File: config.mk
export PLATFORM = sky130hd
export DESIGN_NAME = mcsr_regs
export DESIGN_NICKNAME = d
export VERILOG_FILES = /design/src/mcsr_regs_dummy_guard.sv /design/src/mcsr_pkg.sv /design/src/mcsr_regs.sv
export SDC_FILE = /design/constraint.sdc
export NUM_CORES = 1
export LEC_CHECK = 0
export ABC_AREA = 0
export BUFFER_PORTS_ARGS = -buffer_cell sky130_fd_sc_hd__buf_2
export CAP_MARGIN = 20
export CORE_ASPECT_RATIO = 0.9
export CORE_MARGIN = 2
export CORE_UTILIZATION = 55
export CTS_BUF_LIST = sky130_fd_sc_hd__clkbuf_4 sky130_fd_sc_hd__clkbuf_8 sky130_fd_sc_hd__clkbuf_16
export CTS_CLUSTER_SIZE = 28
export DETAILED_ROUTE_END_ITERATION = 8
export PLACE_DENSITY = 0.77
export SETUP_SLACK_MARGIN = 0.3
export SLEW_MARGIN = 10
export SYNTH_ARGS = -nofsm -noshare
export SYNTH_HDL_FRONTEND = slang
export SYNTH_SLANG_ARGS = --single-unit
export TNS_END_PERCENT = 1
File: constraint.sdc
create_clock -name REF_CLK -period 4.85 [get_ports REF_CLK]
set_input_delay 0.485 -clock REF_CLK [delete_from_list [all_inputs] [get_ports REF_CLK]]
set_output_delay 0.485 -clock REF_CLK [all_outputs]
set_load 0.005 [all_outputs]
File: src/mcsr_regs_dummy_guard.sv
// Holds no logic; the whole register bank sits in mcsr_regs.sv.
// Assumes nothing of its surroundings.

File: src/mcsr_pkg.sv
// Constants for the serial configuration and diagnostic register bank.
// Assumes a 250 MHz system clock and 16-bit serial words, most significant bit first.
package mcsr_pkg;
	// ****************************************
	// Word layout
	// ****************************************
	localparam int          WORD_BITS     = 16;
	localparam int          ADDR_MSB      = 15;
	localparam int          ADDR_LSB      = 13;
	localparam int          WR_BIT        = 12;
	localparam logic [4:0]  EDGES_FULL    = 5'd16;
	localparam logic [4:0]  EDGES_OVER    = 5'd17;
	localparam logic [4:0]  EDGES_WR      = 5'd3;
	localparam logic [4:0]  DIAG_HEAD     = 5'd3;

	// ****************************************
	// Register addresses
	// ****************************************
	localparam logic [2:0]  TIMING_CONFIG  = 3'h0;
	localparam logic [2:0]  VOLTAGE_CONFIG = 3'h1;
	localparam logic [2:0]  PWM_CONFIG     = 3'h2;
	localparam logic [2:0]  HOLD_CONFIG    = 3'h3;
	localparam logic [2:0]  START_CONFIG   = 3'h4;
	localparam logic [2:0]  SPEED_CONFIG   = 3'h5;
	localparam logic [2:0]  FAULT_MASK     = 3'h6;
	localparam logic [2:0]  RUN_CONTROL    = 3'h7;

	// ****************************************
	// Reset values (low twelve bits)
	// ****************************************
	localparam logic [11:0] TIMING_RST  = 12'h214;
	localparam logic [11:0] VOLTAGE_RST = 12'h3df;
	localparam logic [11:0] PWM_RST     = 12'h793;
	localparam logic [11:0] HOLD_RST    = 12'h752;
	localparam logic [11:0] START_RST   = 12'h773;
	localparam logic [11:0] SPEED_RST   = 12'h778;
	localparam logic [11:0] MASK_RST    = 12'h000;
	localparam logic [11:0] RUN_RST     = 12'h009;

	// ****************************************
	// Diagnostic layout
	// ****************************************
	localparam int          DIAG_ANY      = 15;
	localparam int          DIAG_POR      = 14;
	localparam int          DIAG_SERR     = 13;
	localparam logic [11:0] DIAG_FAULTS   = 12'hebf;

	// ****************************************
	// Field positions
	// ****************************************
	localparam int RECIRC_LSB = 10;
	localparam int BLANK_LSB  = 6;
	localparam int DEAD_LSB   = 0;
	localparam int DECAY_BIT  = 11;
	localparam int INVERT_BIT = 10;
	localparam int ILIM_LSB   = 6;
	localparam int VDSQ_BIT   = 5;
	localparam int VDST_LSB   = 0;
	localparam int GAIN_LSB   = 8;
	localparam int OVSP_LSB   = 6;
	localparam int DEGAUSS_BIT = 5;
	localparam int OFFT_LSB   = 0;
	localparam int DUTY_LSB   = 4;
	localparam int LOW4_LSB   = 0;
	localparam int VOUT_BIT   = 7;
	localparam int MAXV_LSB   = 4;
	localparam int CTRL_LSB   = 10;
	localparam int SHORT_BIT  = 9;
	localparam int DEMAND_LSB = 4;
	localparam int RESYNC_BIT = 3;
	localparam int BRAKE_BIT  = 2;
	localparam int DIR_BIT    = 1;
	localparam int RUN_BIT    = 0;

	// ****************************************
	// Timing
	// ****************************************
	localparam int          CLK_PERIOD_NS = 4;
	localparam int          BLANK_STEP_NS = 400;
	localparam int          DEAD_STEP_NS  = 50;
	localparam logic [5:0]  DEAD_MIN_CODE = 6'h02;
endpackage : mcsr_pkg

File: src/mcsr_regs.sv
// Serial register bank: link slave, eight writeable registers, latched diagnostics, timers.
// Assumes fault inputs come from logic on REF_CLK; serial pins are asynchronous.
//
// What this block does
// - Sixteen-bit words, msb first; top three bits pick one of eight registers.
// - Write with store bit set shifts out the diagnostic word.
// - Two-bit recirculation select: auto, high, low, off.
// - Blanking lasts blank field times 400 ns, counted on the system clock.
// - Dead time is field times 50 ns; codes 0 to 2 give 100 ns.
// - Reset loads blank 1000 and dead 010100.
// - Fast-decay select chooses 12.5 or 25 percent, resets to zero.
// - PWM input invert bit flips the PWM input sense, default off.
// - Register 1 holds current limit code and drain monitor qualifier select.
// - Five-bit drain-source threshold in 50 mV steps.
// - Register 2 holds angle gain, overspeed ratio, degauss enable.
// - Five-bit off time or period field in register 2.
// - Register 3 holds angle integral gain and hold duty.
// - Four-bit hold time in 8 ms steps from zero.
// - Register 4 holds velocity gain and start duty.
// - Four-bit start speed field, 2 Hz steps from 2 Hz.
// - Register 5 holds velocity integral gain, output select, max velocity code.
// - Four-bit phase advance in 1.875 degree steps.
// - Masked diagnostics never set a flag or bit.
// - Run register holds mode, stop-on-short, demand, restart, brake, direction, run.
// - On sync loss restart if enabled, running and not braking; coast only if restart is disabled.
// - Fault flags latch; cleared only on completed access; live faults stay set.
// - Reset sets any-fault and power-on flags, clears the rest, reloads registers.
// - Strobe fall drives output with any-fault flag; strobe rise releases it.
// - Bit 12 is store enable; zero reads back the addressed register.
// - Wrong edge count cancels write, keeps diagnostics, sets error flags.
// - Input sampled on clock rise with strobe low; output moves on fall.
`timescale 1ns/1ps
module mcsr_regs
	import mcsr_pkg::*;
(
	input  wire logic        REF_CLK,
	input  wire logic        SYS_RST,
	input  wire logic        SCK,
	input  wire logic        SDI,
	input  wire logic        STROBE_N,
	output logic             SDO,
	output logic             SDO_OE,
	input  wire logic [11:0] FAULT_IN,
	input  wire logic        PWM_IN,
	output logic             PWM_TRUE,
	input  wire logic        BLANK_START,
	output logic             BLANK_ACTIVE,
	input  wire logic        DEAD_START,
	output logic             DEAD_ACTIVE,
	input  wire logic        SYNC_LOST,
	output logic             RESTART_REQ,
	output logic             COAST_STOP,
	output logic [1:0]       RECIRC_SELECT,
	output logic [3:0]       BLANK_TIME,
	output logic [5:0]       DEAD_TIME,
	output logic             FAST_DECAY_PCT,
	output logic             PWM_INPUT_INVERT,
	output logic [3:0]       CURRENT_LIMIT_REF,
	output logic             VDS_QUALIFIER_SELECT,
	output logic [4:0]       DRAIN_SOURCE_THRESHOLD,
	output logic [3:0]       ANGLE_PROP_GAIN,
	output logic [1:0]       OVERSPEED_RATIO,
	output logic             DEGAUSS_COMP_ENABLE,
	output logic [4:0]       OFF_TIME_PERIOD,
	output logic [3:0]       ANGLE_INTEG_GAIN,
	output logic [3:0]       HOLD_DUTY,
	output logic [3:0]       HOLD_TIME,
	output logic [3:0]       VELOCITY_PROP_GAIN,
	output logic [3:0]       START_DUTY,
	output logic [3:0]       START_SPEED,
	output logic [3:0]       VELOCITY_INTEG_GAIN,
	output logic             VELOCITY_OUTPUT_SELECT,
	output logic [2:0]       MAX_VELOCITY_CODE,
	output logic [3:0]       PHASE_ADVANCE,
	output logic [1:0]       CONTROL_SELECT,
	output logic             STOP_ON_SHORT,
	output logic [4:0]       SERIAL_DEMAND,
	output logic             RESYNC_RESTART,
	output logic             BRAKE_ENABLE,
	output logic             DIRECTION,
	output logic             RUN_ENABLE,
	output logic [15:0]      DIAG_STATUS
);
	import mcsr_pkg::*;

	// ****************************************
	// Helpers
	// ****************************************
	// Least times round up to whole cycles
	function automatic logic [10:0] ns_to_cycles(input logic [15:0] ns);
		logic [15:0] c;
		c = (ns + 16'(CLK_PERIOD_NS - 1)) / 16'(CLK_PERIOD_NS);
		return c[10:0];
	endfunction : ns_to_cycles

	// ****************************************
	// Storage
	// ****************************************
	logic [11:0] cfg [0:7];
	logic [11:0] diag_faults;
	logic        diag_por;
	logic        diag_serr;
	logic [15:0] diag_word;
	logic [11:0] fault_live;

	function automatic logic [11:0] read_reg(input logic [2:0] a);
		return cfg[a];
	endfunction : read_reg

	// ****************************************
	// Pin synchronisers
	// ****************************************
	logic [2:0] sck_sync;
	logic [2:0] sdi_sync;
	logic [2:0] strb_sync;
	logic [1:0] pwm_sync;

	always_ff @(posedge REF_CLK) begin
		sck_sync  <= {sck_sync[1:0], SCK};
		sdi_sync  <= {sdi_sync[1:0], SDI};
		strb_sync <= {strb_sync[1:0], STROBE_N};
		pwm_sync  <= {pwm_sync[0], PWM_IN};
	end

	logic sck_rise;
	logic sck_fall;
	logic strb_fall;
	logic strb_rise;
	logic strb_low;

	assign strb_low  = ~strb_sync[1];
	assign strb_fall = ~strb_sync[1] & strb_sync[2];
	assign strb_rise = strb_sync[1] & ~strb_sync[2];
	assign sck_rise  = sck_sync[1] & ~sck_sync[2] & strb_low;
	assign sck_fall  = ~sck_sync[1] & sck_sync[2] & strb_low;

	// ****************************************
	// Serial receive
	// ****************************************
	logic [15:0] rx_shift;
	logic [4:0]  edge_cnt;
	logic [4:0]  out_idx;
	logic [15:0] tx_diag;
	logic [11:0] tx_word;
	logic        xfer_ok;
	logic        xfer_err;

	always_ff @(posedge REF_CLK) begin
		if (SYS_RST) begin
			rx_shift <= 16'h0000;
			edge_cnt <= 5'd0;
		end else if (strb_fall) begin
			edge_cnt <= 5'd0;
		end else if (sck_rise) begin
			rx_shift <= {rx_shift[14:0], sdi_sync[1]};
			if (edge_cnt != EDGES_OVER) begin
				edge_cnt <= edge_cnt + 5'd1;
			end
		end
	end

	// Zero edges is a flag poll, not an error
	assign xfer_ok  = strb_rise & (edge_cnt == EDGES_FULL);
	assign xfer_err = strb_rise & (edge_cnt != EDGES_FULL) & (edge_cnt != 5'd0);

	// ****************************************
	// Register writes
	// ****************************************
	always_ff @(posedge REF_CLK) begin
		if (SYS_RST) begin
			cfg[TIMING_CONFIG]  <= TIMING_RST;
			cfg[VOLTAGE_CONFIG] <= VOLTAGE_RST;
			cfg[PWM_CONFIG]     <= PWM_RST;
			cfg[HOLD_CONFIG]    <= HOLD_RST;
			cfg[START_CONFIG]   <= START_RST;
			cfg[SPEED_CONFIG]   <= SPEED_RST;
			cfg[FAULT_MASK]     <= MASK_RST;
			cfg[RUN_CONTROL]    <= RUN_RST;
		end else if (xfer_ok && rx_shift[WR_BIT]) begin
			cfg[rx_shift[ADDR_MSB:ADDR_LSB]] <= rx_shift[11:0];
		end
	end

	// ****************************************
	// Diagnostics
	// ****************************************
	assign fault_live = FAULT_IN & ~cfg[FAULT_MASK] & DIAG_FAULTS;

	// Live faults win over the clear so nothing present is lost
	always_ff @(posedge REF_CLK) begin
		if (SYS_RST) begin
			diag_faults <= 12'h000;
			diag_por    <= 1'b1;
			diag_serr   <= 1'b0;
		end else begin
			diag_faults <= fault_live | (xfer_ok ? 12'h000 : diag_faults);
			if (xfer_ok) begin
				diag_por <= 1'b0;
			end
			if (xfer_err) begin
				diag_serr <= 1'b1;
			end else if (xfer_ok) begin
				diag_serr <= 1'b0;
			end
		end
	end

	// Bit 12 has no flag behind it and always reads zero
	always_comb begin
		diag_word            = 16'h0000;
		diag_word[11:0]      = diag_faults;
		diag_word[DIAG_SERR] = diag_serr;
		diag_word[DIAG_POR]  = diag_por;
		diag_word[DIAG_ANY]  = diag_por | diag_serr | (|diag_faults);
	end
	assign DIAG_STATUS = diag_word;

	// ****************************************
	// Serial transmit
	// ****************************************
	// Bit 12 goes out before the store bit arrives, so it reads as zero
	always_ff @(posedge REF_CLK) begin
		if (SYS_RST) begin
			tx_diag <= 16'h0000;
			tx_word <= 12'h000;
			out_idx <= 5'd0;
		end else if (strb_fall) begin
			tx_diag <= diag_word;
			out_idx <= 5'd0;
		end else begin
			if (sck_fall && out_idx != EDGES_FULL) begin
				out_idx <= out_idx + 5'd1;
			end
			if (sck_rise && edge_cnt == EDGES_WR) begin
				tx_word <= sdi_sync[1] ? tx_diag[11:0]
				                       : read_reg(rx_shift[2:0]);
			end
		end
	end

	logic next_sdo;
	logic [3:0] bit_pos;

	always_comb begin
		bit_pos  = 4'(15 - 32'(out_idx));
		next_sdo = 1'b0;
		if (out_idx < DIAG_HEAD) begin
			next_sdo = tx_diag[bit_pos];
		end else if (out_idx < EDGES_FULL && out_idx != DIAG_HEAD) begin
			next_sdo = tx_word[bit_pos];
		end
		if (strb_fall) begin
			next_sdo = diag_word[DIAG_ANY];
		end
	end

	// ****************************************
	// Output pins
	// ****************************************
	always_ff @(posedge REF_CLK) begin
		if (SYS_RST) begin
			SDO    <= 1'b0;
			SDO_OE <= 1'b0;
		end else begin
			SDO    <= strb_low ? next_sdo : 1'b0;
			SDO_OE <= strb_low;
		end
	end

	// ****************************************
	// Blank and dead timers
	// ****************************************
	logic [10:0] blank_cnt;
	logic [10:0] dead_cnt;
	logic [5:0]  dead_code;

	// Codes below the floor clamp to the shortest dead time
	assign dead_code = (DEAD_TIME < DEAD_MIN_CODE) ? DEAD_MIN_CODE : DEAD_TIME;

	always_ff @(posedge REF_CLK) begin
		if (SYS_RST) begin
			blank_cnt <= 11'd0;
		end else if (BLANK_START) begin
			blank_cnt <= ns_to_cycles(16'(BLANK_TIME) * 16'(BLANK_STEP_NS));
		end else if (blank_cnt != 11'd0) begin
			blank_cnt <= blank_cnt - 11'd1;
		end
	end

	always_ff @(posedge REF_CLK) begin
		if (SYS_RST) begin
			dead_cnt <= 11'd0;
		end else if (DEAD_START) begin
			dead_cnt <= ns_to_cycles(16'(dead_code) * 16'(DEAD_STEP_NS));
		end else if (dead_cnt != 11'd0) begin
			dead_cnt <= dead_cnt - 11'd1;
		end
	end

	assign BLANK_ACTIVE = (blank_cnt != 11'd0);
	assign DEAD_ACTIVE  = (dead_cnt != 11'd0);

	// ****************************************
	// PWM sense and resync
	// ****************************************
	always_ff @(posedge REF_CLK) begin
		if (SYS_RST) begin
			PWM_TRUE    <= 1'b0;
			RESTART_REQ <= 1'b0;
			COAST_STOP  <= 1'b0;
		end else begin
			PWM_TRUE    <= pwm_sync[1] ^ PWM_INPUT_INVERT;
			RESTART_REQ <= SYNC_LOST & RESYNC_RESTART & RUN_ENABLE & ~BRAKE_ENABLE;
			COAST_STOP  <= SYNC_LOST & ~RESYNC_RESTART;
		end
	end

	// ****************************************
	// Timing fields
	// ****************************************
	assign RECIRC_SELECT          = cfg[TIMING_CONFIG][RECIRC_LSB +: 2];
	assign BLANK_TIME             = cfg[TIMING_CONFIG][BLANK_LSB +: 4];
	assign DEAD_TIME              = cfg[TIMING_CONFIG][DEAD_LSB +: 6];

	// ****************************************
	// Voltage fields
	// ****************************************
	assign FAST_DECAY_PCT         = cfg[VOLTAGE_CONFIG][DECAY_BIT];
	assign PWM_INPUT_INVERT       = cfg[VOLTAGE_CONFIG][INVERT_BIT];
	assign CURRENT_LIMIT_REF      = cfg[VOLTAGE_CONFIG][ILIM_LSB +: 4];
	assign VDS_QUALIFIER_SELECT   = cfg[VOLTAGE_CONFIG][VDSQ_BIT];
	assign DRAIN_SOURCE_THRESHOLD = cfg[VOLTAGE_CONFIG][VDST_LSB +: 5];

	// ****************************************
	// PWM fields
	// ****************************************
	assign ANGLE_PROP_GAIN        = cfg[PWM_CONFIG][GAIN_LSB +: 4];
	assign OVERSPEED_RATIO        = cfg[PWM_CONFIG][OVSP_LSB +: 2];
	assign DEGAUSS_COMP_ENABLE    = cfg[PWM_CONFIG][DEGAUSS_BIT];
	assign OFF_TIME_PERIOD        = cfg[PWM_CONFIG][OFFT_LSB +: 5];

	// ****************************************
	// Hold fields
	// ****************************************
	assign ANGLE_INTEG_GAIN       = cfg[HOLD_CONFIG][GAIN_LSB +: 4];
	assign HOLD_DUTY              = cfg[HOLD_CONFIG][DUTY_LSB +: 4];
	assign HOLD_TIME              = cfg[HOLD_CONFIG][LOW4_LSB +: 4];

	// ****************************************
	// Start fields
	// ****************************************
	assign VELOCITY_PROP_GAIN     = cfg[START_CONFIG][GAIN_LSB +: 4];
	assign START_DUTY             = cfg[START_CONFIG][DUTY_LSB +: 4];
	assign START_SPEED            = cfg[START_CONFIG][LOW4_LSB +: 4];

	// ****************************************
	// Speed fields
	// ****************************************
	assign VELOCITY_INTEG_GAIN    = cfg[SPEED_CONFIG][GAIN_LSB +: 4];
	assign VELOCITY_OUTPUT_SELECT = cfg[SPEED_CONFIG][VOUT_BIT];
	assign MAX_VELOCITY_CODE      = cfg[SPEED_CONFIG][MAXV_LSB +: 3];
	assign PHASE_ADVANCE          = cfg[SPEED_CONFIG][LOW4_LSB +: 4];

	// ****************************************
	// Run fields
	// ****************************************
	assign CONTROL_SELECT         = cfg[RUN_CONTROL][CTRL_LSB +: 2];
	assign STOP_ON_SHORT          = cfg[RUN_CONTROL][SHORT_BIT];
	assign SERIAL_DEMAND          = cfg[RUN_CONTROL][DEMAND_LSB +: 5];
	assign RESYNC_RESTART         = cfg[RUN_CONTROL][RESYNC_BIT];
	assign BRAKE_ENABLE           = cfg[RUN_CONTROL][BRAKE_BIT];
	assign DIRECTION              = cfg[RUN_CONTROL][DIR_BIT];
	assign RUN_ENABLE             = cfg[RUN_CONTROL][RUN_BIT];
endmodule : mcsr_regs

==> metrics.md <==
| Metric | Value |
|---|---|
| Status | finished clean |
| Register area | 4950 um^2 |
| Post-route minimum period | 4.23 ns |
| Yosys reg bits | 199 |
| DIE HEIGHT | 129 um |
| Worst path slowest cell | edfxtp_1 |
| P per Cell Area | 356 nW/um^2 |
| Vias per inst | 5.61 |
| Commonest non-fill, non-tap cell in the layout | buf_2 |
| RD Place Congestion | 0.869 |
| Worst Setup Start Kind | register |
| CTS tree | built |
| Synth warnings | 0 |
| Reg power frac | 49.3% |
| Routed WL | 23000 um |
| Post-synthesis async set-or-reset flop share | 0% |
| Final Cycle Share | 87.2% |
| Net Sw Frac | 25.3% |
| Mapped Cells | 894 |
| Number of global-route vias before repair | 6707 |
| P_sw | 986 uW |
| Gr ovfl total | 0 |
| Power Internal | 2910 uW |
| CP delay by family, top | adder cells |
| Fmax | 0.237 GHz |
| Max Clock Skew | 0.0154 ns |
| CP dominant cell by count | ha_1 |
| CTS root buffer | clkbuf_16 |
| Row count | 45 |
| Io pins | 128 |
| Antenna-violating nets left | 0 |
| 1st-iter DRT viols | 644 |
| Maximum clock path buffer count | 2 |
| Clock Power Share | 38.2% |
| Syn Area/Cell | 10.7 um^2 |
| Worst-path clk slew | 0.08 ns |
| Synthesized area | 9540 um^2 |
| Setup TNS | 0 ns |
| Half-perimeter wire length after placement | 16200 um |
| Lkg Pwr | 0.00410 uW |
| H-tree Lvls | 4 |
| Worst EP required | 5.18 ns |
| Setup violations, final | 0 |
| Area growth, synth to finish | 14.9% |
| Slew margin rel. | 40.5% |
| RSZ-0062 raised after global routing | no |
| Layout cells sized above 1 | 21.6% |
| Synth Flop Type | dfxtp_1 |
| Pin count of the biggest net entering global routing | 49 |
| Core footprint | 16900 um^2 |
| Worst Setup Path Type | register to register |
| Final Slew Violations | 0 |
| Max VDD drop | 0.255 mV |
| Fillcell total | 1295 |
| Worst Hold Class | input pin to register |
| Worst slack, placed | 0.573 ns |
| First-pass GRT wire length | 36000 um |
| Comb pwr share | 12.5% |
| DR vias | 6991 |
| Final worst slack | 0.622 ns |
| Setup crit end kind | register |
| Die X | 143 um |
| DRC | 0 |
| Highest-count cells in the layout ignoring fill and taps | buf_2 (122), nand2_1 (120), dfxtp_1 (102) |
| Cell variety after synth | 62 |
| Initial antenna violation count | 0 |
| ANT cells | 0 |
| Inserted Clock Buffers | 17 |
| CP Max Fanout | 6 |
| Hold_buf cts | 0 |
| Crit-path cells | inv_1 -> ha_1 -> nand2_1 -> nand3_1 -> and2_1 -> ha_1 -> ha_1 -> ha_1 -> inv_1 -> fa_1 -> xor2_1 -> or3_1 -> nor3_2 -> and3_1 -> xnor2_1 -> a2111oi_2 |
| Drt pass-1 iters | 6 |
| Worst-Skew Late Latency | 0.44 ns |
| Fin. Hold Viols | 0 |
| Count of flip-flops with a built-in enable after synthesis | 96 |
| Final net count | 1060 |
| Die footprint | 18400 um^2 |
| I/O Buffers | 122 |
| Sink Count | 199 |
| Multi-input logic area | 4320 um^2 |
| Bufs and invs on worst path | 2 |
| Largest stage delay, worst path | 0.47 ns |
| Crit path DAT | 4.56 ns |
| Routed len/inst | 18.5 um |
| Starting density of the core | 56.3% |
| Post-synthesis sequential area ratio | 51.8% |
| Slew @ Worst Pin | 0.893 ns |
| GRT Util Overall | 26.0% |
| Max-cap viol count | 0 |
[sequential cells by signal (all words and copies together) (netlist names), 2 cells and up, named ones only]
signal	count
blank_cnt	11
cfg	96
dead_cnt	11
diag_faults	10
edge_cnt	5
out_idx	5
pwm_sync	2
rx_shift	16
sck_sync	3
sdi_sync	2
strb_sync	3
tx_diag	13
tx_word	12
[per-layer routing]
metal	GRT usage (%)	vias up	wire [um]
li1	-	3356	-
met1	35.0	3347	9780
met2	41.3	246	11000
met3	5.92	42	1610
met4	9.96	0	600
met5	0	-	0
[final cells by class]
class | count | share of cell area [%]
Tap cell | 235 | 2.68
Multi-Input combinational cell | 626 | 39.4
Sequential cell | 199 | 45.1
Clock buffer | 21 | 4.16
Timing Repair Buffer | 135 | 6.46
Inverter | 19 | 0.651
Clock inverter | 11 | 1.53
[power groups by stage]
stage / clock, uW / sequential [uW] / combinational [uW]
after CTS: 1500 / 1920 / 487
after global placement: 0 / 1960 / 471
after detailed placement: 0 / 1960 / 482
after global routing: 1570 / 1930 / 549
after floorplan: 0 / 1930 / 357
final: 1490 / 1920 / 488
[cells in the mapped netlist (all sizes together), types with 4 or more instances]
master    n  area, um^2
nand4     7        43.8
nand3     4        20.0
nor3     19         105
edfxtp   96        2880
nand2   120         450
nor2b    17         106
a211oi    6        45.0
nand2b   36         225
or2      10        62.6
a21oi    67         335
buf      13        77.6
xor2     16         140
ha       39         488
and2     57         357
o21ai    14        70.1
clkbuf   39         146
or3      24         155
inv      19        71.3
mux4     28         631
nor2     67         251
and3      5        31.3
xnor2    18         158
mux2i    17         170
dfxtp   103        2060
a31oi     7        43.8
nor4     10        77.6
[worst paths after layout]
check / startpoint / end / slack [ns] / cells after the start
worst max-delay path: cfg[0][3]$_SDFFCE_PN0P_ / dead_cnt[8]$_SDFFE_PP0P_ / 0.62 / 16
worst min-delay path: PWM_IN / pwm_sync[0]$_DFF_P_ / 0.14 / 1
worst max register to register: cfg[0][3]$_SDFFCE_PN0P_ / dead_cnt[8]$_SDFFE_PP0P_ / 0.62 / 16
worst min register to register: strb_sync[0]$_DFF_P_ / strb_sync[1]$_DFF_P_ / 0.33 / 0
[kinds of logic (layout without fill, tap and decap cells)]
kind of cell | count (synthesis) | in the layout | share of synthesized area [%]
simple gates | 386 | 386 | 20.7
fa+ha+maj | 41 | 41 | 5.54
other cells | 1 | 3 | 0.0393
compound gates | 115 | 115 | 7.06
buf+inv | 71 | 186 | 3.10
flops | 199 | 199 | 51.8
mux | 47 | 47 | 8.63
xor+xnor | 34 | 34 | 3.12
[timing repair]
action,in CTS,in global routing
resized for setup,0,1
setup endpoints to repair,0,2
buffers inserted,0,2
[stage by stage]
stage	std cells	total power [uW]	cell area [um^2]	util, %	hold WS (ns)
after global routing	1246	4050	11000	64.7	0.121
after CTS	1244	3910	10900	64.5	0.130
after detailed placement	1212	2440	10300	60.9	0.313
after floorplan	896	2290	9540	-	0.310
final	1246	3900	11000	64.7	0.139
after global placement	1212	2430	10300	60.9	0.312
No activity file was read; power rests on OpenSTA's default activity.
